$ cat config.mk
export PLATFORM = sky130hd
export DESIGN_NAME = dbg_ext_top
export DESIGN_NICKNAME = d
export VERILOG_FILES = /design/src/verilog/dbg_ext_pkg.sv /design/src/verilog/dbg_ext_top.sv /design/src/verilog/dbg_ext_reg.sv /design/src/verilog/dbg_cmp_qual.sv
export SDC_FILE = /design/constraint.sdc
export NUM_CORES = 1
export LEC_CHECK = 0
export ABC_AREA = 1
export BUFFER_PORTS_ARGS = -buffer_cell sky130_fd_sc_hd__buf_4
export CELL_PAD_IN_SITES_DETAIL_PLACEMENT = 0
export CELL_PAD_IN_SITES_GLOBAL_PLACEMENT = 1
export CORE_MARGIN = 8
export CORE_UTILIZATION = 26
export DETAILED_ROUTE_END_ITERATION = 8
export PLACE_DENSITY = 0.72
export SYNTH_ARGS = -nofsm -noshare
export SYNTH_HDL_FRONTEND = slang
export SYNTH_HIERARCHICAL = 1
export SYNTH_SLANG_ARGS = --single-unit
$ cat constraint.sdc
create_clock -name pclk -period 1.2 [get_ports pclk]
set_input_delay 0.06 -clock pclk [delete_from_list [all_inputs] [get_ports pclk]]
set_output_delay 0.06 -clock pclk [all_outputs]
set_load 0.01 [all_outputs]
$ cat src/verilog/dbg_ext_pkg.sv
// Constants for the comparator extension block
package dbg_ext_pkg;
  // ----------------------------------------
  // Register indices (byte address = 4 * index)
  // ----------------------------------------
  localparam logic [5:0] IDX_CMP_A_EXT = 6'h08;
  localparam logic [5:0] IDX_CMP_B_EXT = 6'h09;
  localparam logic [5:0] IDX_CMP_C_EXT = 6'h0a;
  localparam logic [5:0] IDX_CTRL = 6'h0c;
  localparam logic [5:0] IDX_STATUS = 6'h0d;
  // ----------------------------------------
  // Extension register fields
  // ----------------------------------------
  localparam int BIT_DIR_EN = 7;
  localparam int BIT_DIR_VAL = 6;
  localparam int BIT_PAGE_SEL = 5;
  localparam int BIT_ADDR16 = 0;
  localparam logic [3:0] EXT_RST = 4'h0;
  // ----------------------------------------
  // Control and status fields
  // ----------------------------------------
  localparam int BIT_DBG_EN = 7;
  localparam int BIT_BEGIN = 2;
  localparam int BIT_FULL = 0;
  localparam logic DBG_EN_RST = 1'b1;
  localparam logic BEGIN_RST = 1'b0;
  localparam logic FULL_RST = 1'b0;
  localparam int BIT_QUAL_B = 0;
  localparam int BIT_QUAL_C = 1;
  localparam int BIT_SECURE = 2;
  // ----------------------------------------
  // Address layout
  // ----------------------------------------
  localparam int PAGE_W = 3;
  localparam int LOW_W = 14;
endpackage

$ cat src/verilog/dbg_ext_top.sv
// APB-reached comparator B/C extension control of the bus-trace debug unit
// Operation
// - B direction enable includes read/write
// - B direction value: 0 write, 1 read
// - Full mode makes B use comparator A direction; C keeps its own
// - B page select must equal paged flag
// - Paged address is page:addr[13:0]
// - Full modes ignore B page, bit16
// - B bit16 sets expected address bit16
// - C direction enable includes read/write
// - C direction value: 0 write, 1 read
// - C page select must equal paged flag
// - C bit16 sets expected address bit16
// - End-trace reset keeps extension registers only while debug is enabled and begin is clear
// - Debug enable forced off while secured
module dbg_ext_top
  import dbg_ext_pkg::*;
(
  // Clock and reset
  input wire logic pclk,
  input wire logic presetn,
  // APB slave
  input wire logic psel,
  input wire logic penable,
  input wire logic pwrite,
  input wire logic [7:0] paddr,
  input wire logic [31:0] pwdata,
  output logic [31:0] prdata,
  output logic pready,
  output logic pslverr,
  // System reset and security
  input wire logic sys_reset_req,
  input wire logic reset_by_end_trace,
  input wire logic secure,
  // Core bus
  input wire logic core_valid,
  input wire logic core_rw,
  input wire logic core_paged,
  input wire logic [2:0] core_page,
  input wire logic [15:0] core_addr,
  input wire logic core_linear,
  input wire logic [16:0] core_linear_ptr,
  // Qualified results
  output logic qual_b_q,
  output logic qual_c_q,
  output logic [16:0] addr17_q,
  output logic debug_unit_enable_q
);
  // ----------------------------------------
  // Bus decode
  // ----------------------------------------
  logic [5:0] word_idx;
  logic setup_ph;
  logic access_ph;
  logic hit_a;
  logic hit_b;
  logic hit_c;
  logic hit_ctrl;
  logic hit_stat;
  logic mapped;
  logic wr_acc;

  assign word_idx = paddr[7:2];
  assign setup_ph = psel && !penable;
  assign access_ph = psel && penable && pready;
  assign hit_a = (word_idx == IDX_CMP_A_EXT);
  assign hit_b = (word_idx == IDX_CMP_B_EXT);
  assign hit_c = (word_idx == IDX_CMP_C_EXT);
  assign hit_ctrl = (word_idx == IDX_CTRL);
  assign hit_stat = (word_idx == IDX_STATUS);
  assign mapped = hit_a || hit_b || hit_c || hit_ctrl || hit_stat;
  assign wr_acc = access_ph && pwrite;

  // ----------------------------------------
  // Reset retention
  // ----------------------------------------
  logic begin_q;
  logic full_q;
  logic retain;
  logic soft_clr;

  assign retain = reset_by_end_trace && debug_unit_enable_q && !begin_q;
  assign soft_clr = sys_reset_req && !retain;

  // ----------------------------------------
  // Extension registers
  // ----------------------------------------
  logic [3:0] a_q;
  logic [3:0] b_q;
  logic [3:0] c_q;

  dbg_ext_reg u_reg_a (
    .pclk(pclk),
    .presetn(presetn),
    .wr_en(wr_acc && hit_a),
    .wdata(pwdata[7:0]),
    .soft_clr(soft_clr),
    .fields_q(a_q)
  );

  // Only bits 7, 6, 5 and 0 are stored
  dbg_ext_reg u_reg_b (
    .pclk(pclk),
    .presetn(presetn),
    .wr_en(wr_acc && hit_b),
    .wdata(pwdata[7:0]),
    .soft_clr(soft_clr),
    .fields_q(b_q)
  );

  dbg_ext_reg u_reg_c (
    .pclk(pclk),
    .presetn(presetn),
    .wr_en(wr_acc && hit_c),
    .wdata(pwdata[7:0]),
    .soft_clr(soft_clr),
    .fields_q(c_q)
  );

  // ----------------------------------------
  // Control register
  // ----------------------------------------
  logic en_d;
  logic begin_d;
  logic full_d;
  logic ctrl_wr;

  assign ctrl_wr = wr_acc && hit_ctrl;
  assign en_d = secure ? 1'b0 :
                soft_clr ? DBG_EN_RST :
                ctrl_wr ? pwdata[BIT_DBG_EN] : debug_unit_enable_q;
  assign begin_d = soft_clr ? BEGIN_RST :
                   ctrl_wr ? pwdata[BIT_BEGIN] : begin_q;
  assign full_d = soft_clr ? FULL_RST :
                  ctrl_wr ? pwdata[BIT_FULL] : full_q;

  always_ff @(posedge pclk or negedge presetn) begin
    if (!presetn) begin
      debug_unit_enable_q <= 1'b0;
      begin_q <= BEGIN_RST;
      full_q <= FULL_RST;
    end else begin
      debug_unit_enable_q <= en_d;
      begin_q <= begin_d;
      full_q <= full_d;
    end
  end

  // ----------------------------------------
  // Compared address
  // ----------------------------------------
  logic [16:0] addr17;

  assign addr17 = core_paged ? {core_page, core_addr[LOW_W-1:0]} :
                  core_linear ? core_linear_ptr : {1'b0, core_addr};

  // ----------------------------------------
  // Qualifiers
  // ----------------------------------------
  logic ok_b;
  logic ok_c;
  logic live;

  assign live = core_valid && debug_unit_enable_q;

  // Full mode swaps in comparator A direction
  dbg_cmp_qual u_qual_b (
    .dir_en(b_q[3]),
    .dir_val(b_q[2]),
    .page_sel(b_q[1]),
    .addr16_sel(b_q[0]),
    .full_mode(full_q),
    .a_dir_en(a_q[3]),
    .a_dir_val(a_q[2]),
    .core_valid(live),
    .core_rw(core_rw),
    .core_paged(core_paged),
    .core_addr16(addr17[16]),
    .qual_ok(ok_b)
  );

  dbg_cmp_qual u_qual_c (
    .dir_en(c_q[3]),
    .dir_val(c_q[2]),
    .page_sel(c_q[1]),
    .addr16_sel(c_q[0]),
    .full_mode(1'b0),
    .a_dir_en(1'b0),
    .a_dir_val(1'b0),
    .core_valid(live),
    .core_rw(core_rw),
    .core_paged(core_paged),
    .core_addr16(addr17[16]),
    .qual_ok(ok_c)
  );

  always_ff @(posedge pclk or negedge presetn) begin
    if (!presetn) begin
      qual_b_q <= 1'b0;
      qual_c_q <= 1'b0;
      addr17_q <= 17'h00000;
    end else begin
      qual_b_q <= ok_b;
      qual_c_q <= ok_c;
      addr17_q <= addr17;
    end
  end

  // ----------------------------------------
  // Read data and bus answer
  // ----------------------------------------
  logic [7:0] rd_a;
  logic [7:0] rd_b;
  logic [7:0] rd_c;
  logic [7:0] rd_ctrl;
  logic [7:0] rd_stat;
  logic [7:0] rd_sel;

  assign rd_a = {a_q[3:1], 4'h0, a_q[0]};
  assign rd_b = {b_q[3:1], 4'h0, b_q[0]};
  assign rd_c = {c_q[3:1], 4'h0, c_q[0]};
  assign rd_ctrl = {debug_unit_enable_q, 4'h0, begin_q, 1'b0, full_q};
  assign rd_stat = {5'h00, secure, qual_c_q, qual_b_q};
  assign rd_sel = hit_a ? rd_a :
                  hit_b ? rd_b :
                  hit_c ? rd_c :
                  hit_ctrl ? rd_ctrl :
                  hit_stat ? rd_stat : 8'h00;

  always_ff @(posedge pclk or negedge presetn) begin
    if (!presetn) begin
      pready <= 1'b0;
      pslverr <= 1'b0;
      prdata <= 32'h00000000;
    end else begin
      pready <= setup_ph;
      pslverr <= setup_ph && !mapped;
      prdata <= setup_ph ? {24'h000000, rd_sel} : 32'h00000000;
    end
  end
endmodule

$ cat src/verilog/dbg_ext_reg.sv
// One comparator extension register with end-trace retention
module dbg_ext_reg
  import dbg_ext_pkg::*;
(
  // Clock and reset
  input wire logic pclk,
  input wire logic presetn,
  // Control
  input wire logic wr_en,
  input wire logic [7:0] wdata,
  input wire logic soft_clr,
  // Stored fields {dir_en, dir_val, page_sel, addr16}
  output logic [3:0] fields_q
);
  logic [3:0] fields_d;

  assign fields_d = soft_clr ? EXT_RST :
                    wr_en ? {wdata[BIT_DIR_EN], wdata[BIT_DIR_VAL],
                             wdata[BIT_PAGE_SEL], wdata[BIT_ADDR16]} :
                    fields_q;

  always_ff @(posedge pclk or negedge presetn) begin
    if (!presetn) begin
      fields_q <= EXT_RST;
    end else begin
      fields_q <= fields_d;
    end
  end
endmodule

$ cat src/verilog/dbg_cmp_qual.sv
// Direction, page and bit-16 qualifier for one comparator
module dbg_cmp_qual (
  // Comparator settings
  input wire logic dir_en,
  input wire logic dir_val,
  input wire logic page_sel,
  input wire logic addr16_sel,
  // Full-mode override
  input wire logic full_mode,
  input wire logic a_dir_en,
  input wire logic a_dir_val,
  // Core bus
  input wire logic core_valid,
  input wire logic core_rw,
  input wire logic core_paged,
  input wire logic core_addr16,
  // Result
  output logic qual_ok
);
  logic use_en;
  logic use_val;
  logic dir_ok;
  logic ext_ok;

  assign use_en = full_mode ? a_dir_en : dir_en;
  assign use_val = full_mode ? a_dir_val : dir_val;
  assign dir_ok = !use_en || (use_val == core_rw);
  assign ext_ok = full_mode ||
                  ((page_sel == core_paged) && (addr16_sel == core_addr16));
  assign qual_ok = core_valid && dir_ok && ext_ok;
endmodule

==> metrics.md, run 1 <==
| Metric | Value |
|---|---|
| Worst Hold Depth | `2` |
| Antenna cells | `0` |
| Max-cap viol count | `0` |
| Post-synth EDFFs | `0` |
| Drt pass-1 iters | `4` |
| CORE AREA | `8550 sq um` |
| Final WL | `6460 um` |
| Setup Fix Bufs, Post-CTS | `0` |
| Post-Place Worst Slack | `0.0167 ns` |
| Combinational Power Share | `20.2%` |
| First-pass GRT wire length | `10,200 um` |
| Final net count | `491` |
| I/O Pins | `142` |
| Antenna-violating nets left | `0` |
| Total CTS buffers | `5` |
| Unique cell type count in the Yosys netlist | `23` |
| DR iter-0 viols | `62` |
| Leakage | `1.80 nW` |
| Clock-pin slew on the worst setup and hold paths | `0.08 ns` |
| Tightest Hold Check Type | `input port to register` |
| Leading area contributor after synthesis | `dfrtp_1` |
| Max clock buf depth | `2` |
| Final Wtd Congestion | `0.759` |
| Unrepaired setup endpoints after global routing | `true` |
| CTS root buffer | `clkbuf_8` |
| Sequential share of the synthesized area | `46.6%` |
| Layout cells sized above 1 | `33.7%` |
| Largest net degree at the start of global routing | `43` |
| Vias per inst | `4.03` |
| DIE AREA | `11,900 sq um` |
| Sw Pwr | `0.801 mW` |
| Post-layout min period | `1.14 ns` |
| CP Class | `register to register` |
| GRT Util Overall | `10.8%` |
| Reg2Reg Setup Slack | `0.06 ns` |
| Final hold vios | `0` |
| Clk Latency, worst-skew pair | `0.30 ns` |
| Net Sw Frac | `26.2%` |
| Vias in the first global route | `2,120` |
| Htree depth | `2` |
| Synth top cells by count | `77 x nand2_1, 42 x dfrtp_1, 32 x inv_1, 26 x buf_4, 21 x nor2_1` |
| DP HPWL | `5090 um` |
| Dominant synthesized flop cell | `dfrtp_1` |
| Crit end category | `register` |
| Final worst-path cycle share | `94.8%` |
| Num rows | `34` |
| Top cell type's share of synthesized area | `46.6%` |
| Initial core utilization | `26.4%` |
| PortBufs | `86` |
| Setup ws final | `0.0623 ns` |
| Crit start category | `register` |
| Worst vdd ir | `0.333 mV` |
| Post-Place Cell Area | `2990 sq um` |
| Clk network pwr share | `31.2%` |
| Critical Path Fanout Max | `5` |
| R2R depth | `6` |
| R2R Path End | `u_reg_c/fields_q[3]` |
| CTS Sinks | `42` |
| CTS tree | `built` |
| Mean post-synth cell area | `8.32 sq um` |
| Synthesized area | `2250 sq um` |
| Remaining DRCs | `0` |
| Worst-Margin Slew | `0.535 ns` |
| Final Util | `39.7%` |
| DR vias | `2,062` |
| Seq cells post-synth | `42` |
| Final setup fails | `0` |
| Initial antenna violation count | `0` |
| Count leader, synth | `nand2_1` |
| Ys Warns | `6` |
| Final Skew | `0.00560 ns` |
| RR Startpoint | `pready` |
| Post-route cell area | `3390 sq um` |
| Die X-Extent | `109 um` |
| Total global routing overflow | `0` |
| Leading post-synthesis cells by cell area | `dfrtp_1 47%, nand2_1 13%, buf_4 8.7%` |
| Slew HR | `64.3%` |
| Hold Crit Start | `core_linear_ptr[0]` |
| Endpoint, Worst Hold | `addr17_q[0]` |
| Synth-to-layout area growth | `50.6%` |
| WP data required | `1.39 ns` |
| Drt wl/cell | `12.6 um` |
| Cell Count, Final, Fillers Out | `512` |
| Worst hold margin | `0.0122 ns` |
| Run status | `complete, no violations` |
| Arrival @ worst endpoint | `1.33 ns` |
| Final Slew Violations | `0` |
| Cell count after placement | `474` |
| Power Internal | `2.26 mW` |
| Chip height | `109 um` |
| Ys async rst share | `100%` |
| Flop pwr share | `48.6%` |
| Max Clk Rate | `879 MHz` |
| Cells after synthesis | `271` |
| PD cells | `900 nW/um^2` |
==> cell families (layout without fill, tap and decap cells) <==
kind of cell / count (synthesis) / after routing / synth area share (%)
compound gates: 17 / 17 / 4.16
buf+inv: 63 / 166 / 15.2
flops: 42 / 42 / 46.6
simple gates: 134 / 134 / 26.9
mux: 14 / 14 / 6.99
other cells: 1 / 31 / 0.166
==> power groups by stage <==
stage	Combinational, mW	Sequential, mW	Clock, mW
after CTS	0.618	1.49	1.01
after detailed placement	0.537	1.52	0
after floorplan	0.253	1.54	0
after global routing	0.682	1.49	1.05
after global placement	0.530	1.51	0
final	0.616	1.49	0.954
==> registers in the layout (all words and copies together) (netlist names) <==
| signal | cells |
|---|---|
| addr17_q | 17 |
| prdata | 6 |
| u_reg_a/fields_q | 4 |
| u_reg_b/fields_q | 4 |
| u_reg_c/fields_q | 4 |
| begin_q | 1 |
| debug_unit_enable_q | 1 |
| full_q | 1 |
| pready | 1 |
| pslverr | 1 |
| qual_b_q | 1 |
| qual_c_q | 1 |
==> cells in the final DEF, fill, tap and decap left out, types with 5 or more instances in the layout <==
cell / instances
a21oi_1: 5
o21ai_0: 7
nor2_1: 20
dlygate4sd3_1: 30
clkbuf_8: 6
nand2_1: 77
inv_1: 31
mux2_2: 14
nand3_1: 18
conb_1: 31
buf_4: 92
nor2_4: 5
dfrtp_1: 42
==> worst max-delay path, cell delays in order, from the launching register on <==
cell and delay, ns:
dfrtp_1 0.35, nand4_1 0.18, nor2_1 0.18, buf_4 0.16, nor2_2 0.05, nand2_1 0.06, nand2_1 0.04
==> layer usage <==
metal,up-vias,wire [um],GRT usage (%)
met3,6,754,3.78
met2,88,3050,19.2
met5,-,0,0
met1,916,2590,11.9
met4,0,64,2.93
li1,1052,-,-
==> metrics by stage <==
step	power, mW	TNS, ns
finish	3.06	0
CTS	3.11	0
floorplan	1.80	0
global placement	2.04	0
global route	3.22	-0.228
detailed placement	2.05	0
==> what timing repair did <==
action,CTS,global route
hold endpoints to repair,59,0
hold buffers,30,0
pin swaps,1,4
resized for setup,0,4
endpoints found under the setup margin,4,17
==> area by class of cell <==
cell class	count	area, sq um
Clock inverter	2	12.5
Tap cell	108	135
Timing Repair Buffer	122	991
Inverter	36	136
Multi-Input combinational cell	196	986
Fill cell	868	5160
Clock buffer	6	82.6
Sequential cell	42	1050
==> worst max-delay path by stage <==
stage	start	depth (start not counted)	end
after floorplan	pready	5	u_reg_c/fields_q[0]
after global placement	paddr[7]	8	u_reg_c/fields_q[1]
after detailed placement	paddr[7]	10	u_reg_a/fields_q[2]
after CTS	pready	6	u_reg_c/fields_q[3]
after global routing	pready	6	u_reg_a/fields_q[2]
final	pready	6	u_reg_c/fields_q[3]
(Power assumes the default switching activity.)
==> run 2: changes to the inputs <==
--- a/config.mk
+++ b/config.mk
@@ -11,8 +11,10 @@
 export CELL_PAD_IN_SITES_GLOBAL_PLACEMENT = 1
 export CORE_MARGIN = 8
 export CORE_UTILIZATION = 26
+export CTS_BUF_LIST = sky130_fd_sc_hd__clkbuf_8
 export DETAILED_ROUTE_END_ITERATION = 8
 export PLACE_DENSITY = 0.72
+export RECOVER_POWER = 50
 export SYNTH_ARGS = -nofsm -noshare
 export SYNTH_HDL_FRONTEND = slang
 export SYNTH_HIERARCHICAL = 1
==> run 2 against run 1 <==
  * Via count decreased by 0.34%
  * First-iteration DRC count unchanged
  * Sequential share of layout area about the same
  * Die area unchanged
  * Wire length decreased by 0.11%
  * Register-to-register slack about the same
  * Core utilization about the same
  * Clock power about the same
  * Power about the same
  * Critical path depth unchanged
  * Critical path type unchanged
  * Largest power group unchanged
==> metrics.md, run 2 (synthesized netlist as in run 1, its figures left out) <==
| Metric | Value |
|---|---|
| Run status | `complete, no violations` |
| Worst-Margin Slew | `0.578 ns (+0.0434 ns)` |
| Final hold vios | `0 (unchanged)` |
| Final WL | `6450 um (-0.11%)` |
| Grt met1 use | `11.9% (unchanged)` |
| First-pass GRT wire length | `10,200 um (unchanged)` |
| Slew HR | `61.4% (-2.9 points)` |
| Most common cell on crit path | `nand2_1` |
| Antenna cells | `0 (unchanged)` |
| Arrival @ worst endpoint | `1.33 ns (about the same)` |
| Endpoint, Worst Hold | `addr17_q[0]` |
| PortBufs | `86 (unchanged)` |
| Drt pass-1 iters | `4 (unchanged)` |
| Vias per inst | `4.01 (-0.34%)` |
| Initial antenna violation count | `0 (unchanged)` |
| Critical Path Fanout Max | `5 (unchanged)` |
| Synth-to-layout area growth | `50.4%` |
| Reg2Reg Setup Slack | `0.06 ns (about the same)` |
| Crit start category | `register` |
| Setup Fix Bufs, Post-CTS | `0 (unchanged)` |
| Worst Hold Depth | `2 (unchanged)` |
| DIE AREA | `11,900 sq um (unchanged)` |
| Net Sw Frac | `26.2% (about the same)` |
| Final worst-path cycle share | `94.8% (about the same)` |
| Clk network pwr share | `31.2% (about the same)` |
| Chip height | `109 um (unchanged)` |
| CTS root buffer | `clkbuf_8` |
| RR Startpoint | `pready` |
| Final Slew Violations | `0 (unchanged)` |
| Htree depth | `2 (unchanged)` |
| R2R depth | `6 (unchanged)` |
| Power Internal | `2.25 mW (about the same)` |
| Max-cap viol count | `0 (unchanged)` |
| Clock-pin slew on the worst setup and hold paths | `0.08 ns (about the same)` |
| CTS Sinks | `42 (unchanged)` |
| Combinational Power Share | `20.1% (about the same)` |
| GRT Util Overall | `10.8% (unchanged)` |
| Final Util | `39.7% (-0.044 points)` |
| Tot Pwr | `3.05 mW (about the same)` |
| Crit end category | `register` |
| Global Route met3 Usage | `3.78% (unchanged)` |
| Worst vdd ir | `0.334 mV (+0.13%)` |
| Max reg flops | `17 (unchanged)` |
| DP HPWL | `5090 um (unchanged)` |
| Drt wl/cell | `12.6 um (-0.11%)` |
| Total global routing overflow | `0 (unchanged)` |
| CP Class | `register to register` |
| Total CTS buffers | `5 (unchanged)` |
| Tightest Hold Check Type | `input port to register` |
| Hold Crit Start | `core_linear_ptr[0]` |
| Most frequent cells in the layout | `88 x buf_4, 77 x nand2_1, 42 x dfrtp_1, 31 x inv_1, 31 x conb_1` |
| CTS tree | `built` |
| Most common cell after layout, fill and taps aside | `buf_4` |
| Worst hold margin | `0.0152 ns (+0.00304 ns)` |
| I/O Pins | `142 (unchanged)` |
| Max Clk Rate | `879 MHz (unchanged)` |
| Die X-Extent | `109 um (unchanged)` |
| Post-layout min period | `1.14 ns (-0.000000100 ns)` |
| CP max stage delay | `0.35 ns (about the same)` |
| Unrepaired setup endpoints after global routing | `true` |
| Final Wtd Congestion | `0.759 (unchanged)` |
| Num rows | `34 (unchanged)` |
| Final net count | `491 (unchanged)` |
| Vias in the first global route | `2,120 (unchanged)` |
| Remaining DRCs | `0 (unchanged)` |
| DR iter-0 viols | `62 (unchanged)` |
| Reg with most FFs | `addr17_q` |
| Worst path slowest cell | `dfrtp_1` |
| PD cells | `901 nW/um^2 (about the same)` |
| Leakage | `1.79 nW (-0.24%)` |
| Antenna-violating nets left | `0 (unchanged)` |
| CORE AREA | `8550 sq um (unchanged)` |
| R2R Path End | `u_reg_c/fields_q[3]` |
| WP data required | `1.39 ns (about the same)` |
| Flop pwr share | `48.7% (about the same)` |
| Max clock buf depth | `2 (unchanged)` |
| Layout cells sized above 1 | `33.4% (-0.25 points)` |
| Critical path cell sequence | `nand4_1 -> nor2_1 -> buf_4 -> nor2_2 -> nand2_1 -> nand2_1` |
| Clk Latency, worst-skew pair | `0.30 ns (about the same)` |
| DR vias | `2,055 (-0.34%)` |
| Final Skew | `0.00546 ns (-0.000142 ns)` |
| M2 GR Usage | `19.2% (unchanged)` |
| Largest net degree at the start of global routing | `43 (unchanged)` |
| Top Registers | `addr17_q: 17 flops, prdata: 6 flops` |
| Gr busiest metal | `met2` |
| Final setup fails | `0 (unchanged)` |
| Initial core utilization | `26.4% (unchanged)` |
| Sw Pwr | `0.801 mW (about the same)` |
[run 2: worst max-delay path by stage]
stage	start	to	slack, ns	depth (start not counted)
floorplan	pready	u_reg_c/fields_q[0]	0.09	5
global route	pready	u_reg_a/fields_q[2]	-0.03	6
global placement	paddr[7]	u_reg_c/fields_q[1]	0.02	8
detailed placement	paddr[7]	u_reg_a/fields_q[2]	0.02	10
CTS	pready	u_reg_c/fields_q[3]	0.003	6
finish	pready	u_reg_c/fields_q[3]	0.06	6
[run 2: repair_timing]
action,CTS,global route
hold buffers,30,0
pin swaps,1,4
resized for setup,0,4
setup endpoints to repair,4,17
hold endpoints to repair,59,0
[run 2: stage by stage]
stage | area (sq um) | instances | setup TNS, ns | setup WS [ns]
3_3_place_gp | 2990 | 474 | 0 | 0.0172
6_report | 3390 | 512 | 0 | 0.0623
2_1_floorplan | 2370 | 301 | 0 | 0.0855
5_1_grt | 3390 | 512 | -0.228 | -0.0342
3_5_place_dp | 2990 | 474 | 0 | 0.0167
4_1_cts | 3390 | 512 | 0 | 0.00325
[run 2: power groups by stage]
| stage | sequential [mW] | clock [mW] | combinational [mW] |
|---|---|---|---|
| floorplan | 1.54 | 0 | 0.253 |
| global placement | 1.51 | 0 | 0.530 |
| detailed placement | 1.52 | 0 | 0.537 |
| CTS | 1.49 | 1.01 | 0.618 |
| global route | 1.49 | 1.05 | 0.680 |
| finish | 1.49 | 0.954 | 0.614 |
[run 2: cell type report]
cell class | count | area [sq um]
timing repair buffer | 122 | 987
inverter | 36 | 136
sequential | 42 | 1050
clock inverter | 2 | 12.5
clock buffer | 6 | 82.6
fill | 869 | 5160
multi-input combinational | 196 | 986
tap | 108 | 135
[run 2: worst max-delay path: cells and delay by family (launching register included)]
| kind | cells | cell delay [ns] |
|---|---|---|
| flops | 1 | 0.35 |
| buf+inv | 1 | 0.16 |
| simple gates | 5 | 0.51 |
[run 2: metal layers]
metal,routed length [um],share of wire [%]
met5,0,0
met4,64,0.99
met3,762,12
met2,3060,47
met1,2570,40
==> run 3: changes to the inputs <==
--- a/config.mk
+++ b/config.mk
@@ -5,7 +5,7 @@
 export SDC_FILE = /design/constraint.sdc
 export NUM_CORES = 1
 export LEC_CHECK = 0
-export ABC_AREA = 1
+export ABC_AREA = 0
 export BUFFER_PORTS_ARGS = -buffer_cell sky130_fd_sc_hd__buf_4
 export CELL_PAD_IN_SITES_DETAIL_PLACEMENT = 0
 export CELL_PAD_IN_SITES_GLOBAL_PLACEMENT = 1
@@ -13,7 +13,7 @@
 export CORE_UTILIZATION = 26
 export CTS_BUF_LIST = sky130_fd_sc_hd__clkbuf_8
 export DETAILED_ROUTE_END_ITERATION = 8
-export PLACE_DENSITY = 0.72
+export PLACE_DENSITY = 0.69
 export RECOVER_POWER = 50
 export SYNTH_ARGS = -nofsm -noshare
 export SYNTH_HDL_FRONTEND = slang
==> run 3 against run 2 <==
  * The run now ends with setup timing left
  * Register-to-register slack worse by 0.19 ns
  * Synthesized cell count down 29%
  * Design area increased by 0.30%
  * Synthesized area shrank 1.2%
  * Clock skew shrank 0.0044 ns
  * Via count down 13%
  * Largest cell class is now buffers
==> metrics.md, run 3 <==
| Metric | Value |
|---|---|
| Run status | `finished, violations left` |
| Failing checks | `setup timing` |
| Setup ws final | `-0.124 ns (-0.186 ns)` |
| Final Util | `41.2% (+1.5 points)` |
| Endpoint, Worst Hold | `addr17_q[15]` |
| Cell count after placement | `390 (-18%)` |
| Largest net degree at the start of global routing | `43 (unchanged)` |
| Leading area contributor after synthesis | `dfrtp_1` |
| Synthesized area | `2230 sq um (-1.2%)` |
| Worst hold margin | `0.0140 ns (-0.00116 ns)` |
| Final Skew | `0.00101 ns (-0.00444 ns)` |
| Cells after synthesis | `192 (-29%)` |
| Worst vdd ir | `0.492 mV (+47%)` |
| Final worst-path cycle share | `110% (+15 points)` |
| Ys async rst share | `100% (unchanged)` |
| FF+latch area | `1050 sq um (unchanged)` |
| Dominant synthesized flop cell | `dfrtp_1` |
| DR iter-0 viols | `43 (-31%)` |
| Mean post-synth cell area | `11.6 sq um (+40%)` |
| Reg with most FFs | `addr17_q` |
| Antenna cells | `0 (unchanged)` |
| Max-cap viol count | `0 (unchanged)` |
| Remaining DRCs | `0 (unchanged)` |
| Die X-Extent | `109 um (-0.49%)` |
| Total global routing overflow | `0 (unchanged)` |
| Leading post-synthesis cells by cell area | `dfrtp_1 47%, buf_4 9.1%, mux2i_1 7.6%` |
| Top Registers | `addr17_q: 17 flops, prdata: 6 flops` |
| Critical Path Fanout Max | `4 (-1)` |
| Most frequent cells in the layout | `101 x buf_4, 42 x dfrtp_1, 31 x dlygate4sd3_1, 30 x conb_1, 20 x nor2_1` |
| CP Class | `register to register` |
| Vias in the first global route | `2,007 (-5.3%)` |
| Crit start category | `register` |
| Sequential share of the synthesized area | `47.2% (+0.55 points)` |
| Max clock buf depth | `2 (unchanged)` |
| Vias per inst | `4.13 (+2.8%)` |
| Final Wtd Congestion | `0.793 (+4.5%)` |
| Antenna-violating nets left | `0 (unchanged)` |
| CTS root buffer | `clkbuf_8` |
| PortBufs | `86 (unchanged)` |
| WP data required | `1.38 ns (about the same)` |
| # fillers | `829 (-4.6%)` |
| DR vias | `1,782 (-13%)` |
| Htree depth | `2 (unchanged)` |
| First-pass GRT wire length | `10,100 um (-1.0%)` |
| Worst Hold Depth | `3 (+1)` |
| Cell Count, Final, Fillers Out | `432 (-16%)` |
| R2R depth | `6 (unchanged)` |
| Arrival @ worst endpoint | `1.50 ns (+0.17 ns)` |
| Drt wl/cell | `14.5 um (+15%)` |
| Ys Warns | `6 (unchanged)` |
| Max Clk Rate | `755 MHz (-14%)` |
| Unique cell type count in the Yosys netlist | `41 (+78%)` |
| Slew HR | `64.1% (+2.7 points)` |
| Top cell type's share of synthesized area | `47.2% (+0.55 points)` |
| Layout cells sized above 1 | `42.5% (+9.1 points)` |
| I/O Pins | `142 (unchanged)` |
| CTS tree | `built` |
| Chip height | `109 um (-0.49%)` |
| Setup TNS | `-1.22 ns (-1.22 ns)` |
| CTS Sinks | `42 (unchanged)` |
| Total CTS buffers | `5 (unchanged)` |
| GRT Util Overall | `10.7% (-0.037 points)` |
| R2R Path End | `u_reg_c/fields_q[3]` |
| Post-layout min period | `1.32 ns (+0.186 ns)` |
| DIE AREA | `11,800 sq um (-0.99%)` |
| Final WL | `6270 um (-2.9%)` |
| Count leader, synth | `dfrtp_1` |
| Unrepaired setup endpoints after global routing | `true` |
| Post-synth EDFFs | `0 (unchanged)` |
| Tightest Hold Check Type | `input port to register` |
| Final Slew Violations | `0 (unchanged)` |
| Crit end category | `register` |
| Final net count | `415 (-15%)` |
| Synth top cells by count | `42 x dfrtp_1, 27 x buf_4, 20 x nor2_1, 17 x mux2i_1, 9 x mux2_4` |
| Synth-to-layout area growth | `52.6%` |
| Worst-Margin Slew | `0.539 ns (-0.0398 ns)` |
| Hold Crit Start | `core_paged` |
| Final hold vios | `0 (unchanged)` |
| PD cells | `880 nW/um^2 (-2.3%)` |
| CORE AREA | `8260 sq um (-3.4%)` |
| Num rows | `33 (-2.9%)` |
| Footprint of the multi-input gates | `1050 sq um (+6.7%)` |
| Final setup fails | `15 (+15)` |
| DP HPWL | `4650 um (-8.7%)` |
| RR Startpoint | `pready` |
| Drt pass-1 iters | `4 (unchanged)` |
| Initial antenna violation count | `0 (unchanged)` |
| Reg2Reg Setup Slack | `-0.12 ns (-0.19 ns)` |
| Clk Latency, worst-skew pair | `0.28 ns (-0.02 ns)` |
| Most common cell after layout, fill and taps aside | `buf_4` |
| Seq cells post-synth | `42 (unchanged)` |
| Clock-pin slew on the worst setup and hold paths | `0.08 ns (about the same)` |
| Initial core utilization | `27.0% (+0.62 points)` |
| Leakage | `1.70 nW (-5.5%)` |
| Max reg flops | `17 (unchanged)` |
## run 3: per-stage QoR
stage	area [sq um]	total power [mW]	setup WS [ns]
CTS	3350	3.04	-0.150
floorplan	2360	1.81	-0.197
global placement	2960	2.08	-0.143
detailed placement	2960	2.08	-0.155
global route	3400	3.17	-0.213
finish	3400	2.99	-0.124
## run 3: cells by family after synthesis
group	Yosys count	share of synthesized area, %
AOI/OAI and AO/OA	21	6.74
xor gates and xnor gates	8	3.14
buffers and inverters	37	12.0
DFF	42	47.2
muxes	32	16.7
other	1	0.168
and+or+nand+nor	51	14.0
## run 3: worst max-delay path, cell delays in order, from the launching register on
cell     delay, ns
dfrtp_1       0.35
and4_4        0.23
nand2_4       0.06
nor4_4        0.13
buf_4         0.18
mux2i_1       0.20
nor2_1        0.07
## run 3: worst max-delay path by stage
stage | end | cells after the start | slack [ns] | from
floorplan | u_reg_c/fields_q[0] | 6 | -0.20 | pready
global placement | u_reg_c/fields_q[1] | 6 | -0.14 | pready
detailed placement | u_reg_c/fields_q[2] | 6 | -0.16 | pready
CTS | u_reg_c/fields_q[2] | 6 | -0.15 | pready
global route | u_reg_c/fields_q[1] | 6 | -0.21 | pready
finish | u_reg_c/fields_q[3] | 6 | -0.12 | pready
## run 3: final cells by class
cell class | count | area share [%]
repair buffers | 133 | 31.6
multi-input cells | 142 | 30.9
flip-flops and latches | 42 | 30.9
well taps | 105 | 3.86
clock buffers | 5 | 2.02
inverters | 3 | 0.331
clock inverters | 2 | 0.294
## run 3: metal layers
layer | global-route usage, % | routed length, um
met5 | 0 | 0
met4 | 2.35 | 47
met3 | 5.23 | 717
met2 | 18.4 | 3120
met1 | 11.8 | 2380
## run 3: power by group
part	internal, mW	total, mW	leakage [nW]	switching, mW
logic	0.369	0.654	1.11	0.285
registers	1.47	1.48	0.545	0.0163
clock network	0.391	0.856	0.0438	0.465
total	2.23	2.99	1.70	0.766
## run 3: repair_timing
action,in CTS,in global routing
setup endpoints to repair,12,15
resized for setup,3,2
hold buffers,29,2
cloned,0,0
pin swaps,2,9
buffers inserted,1,3
hold endpoints to repair,58,2
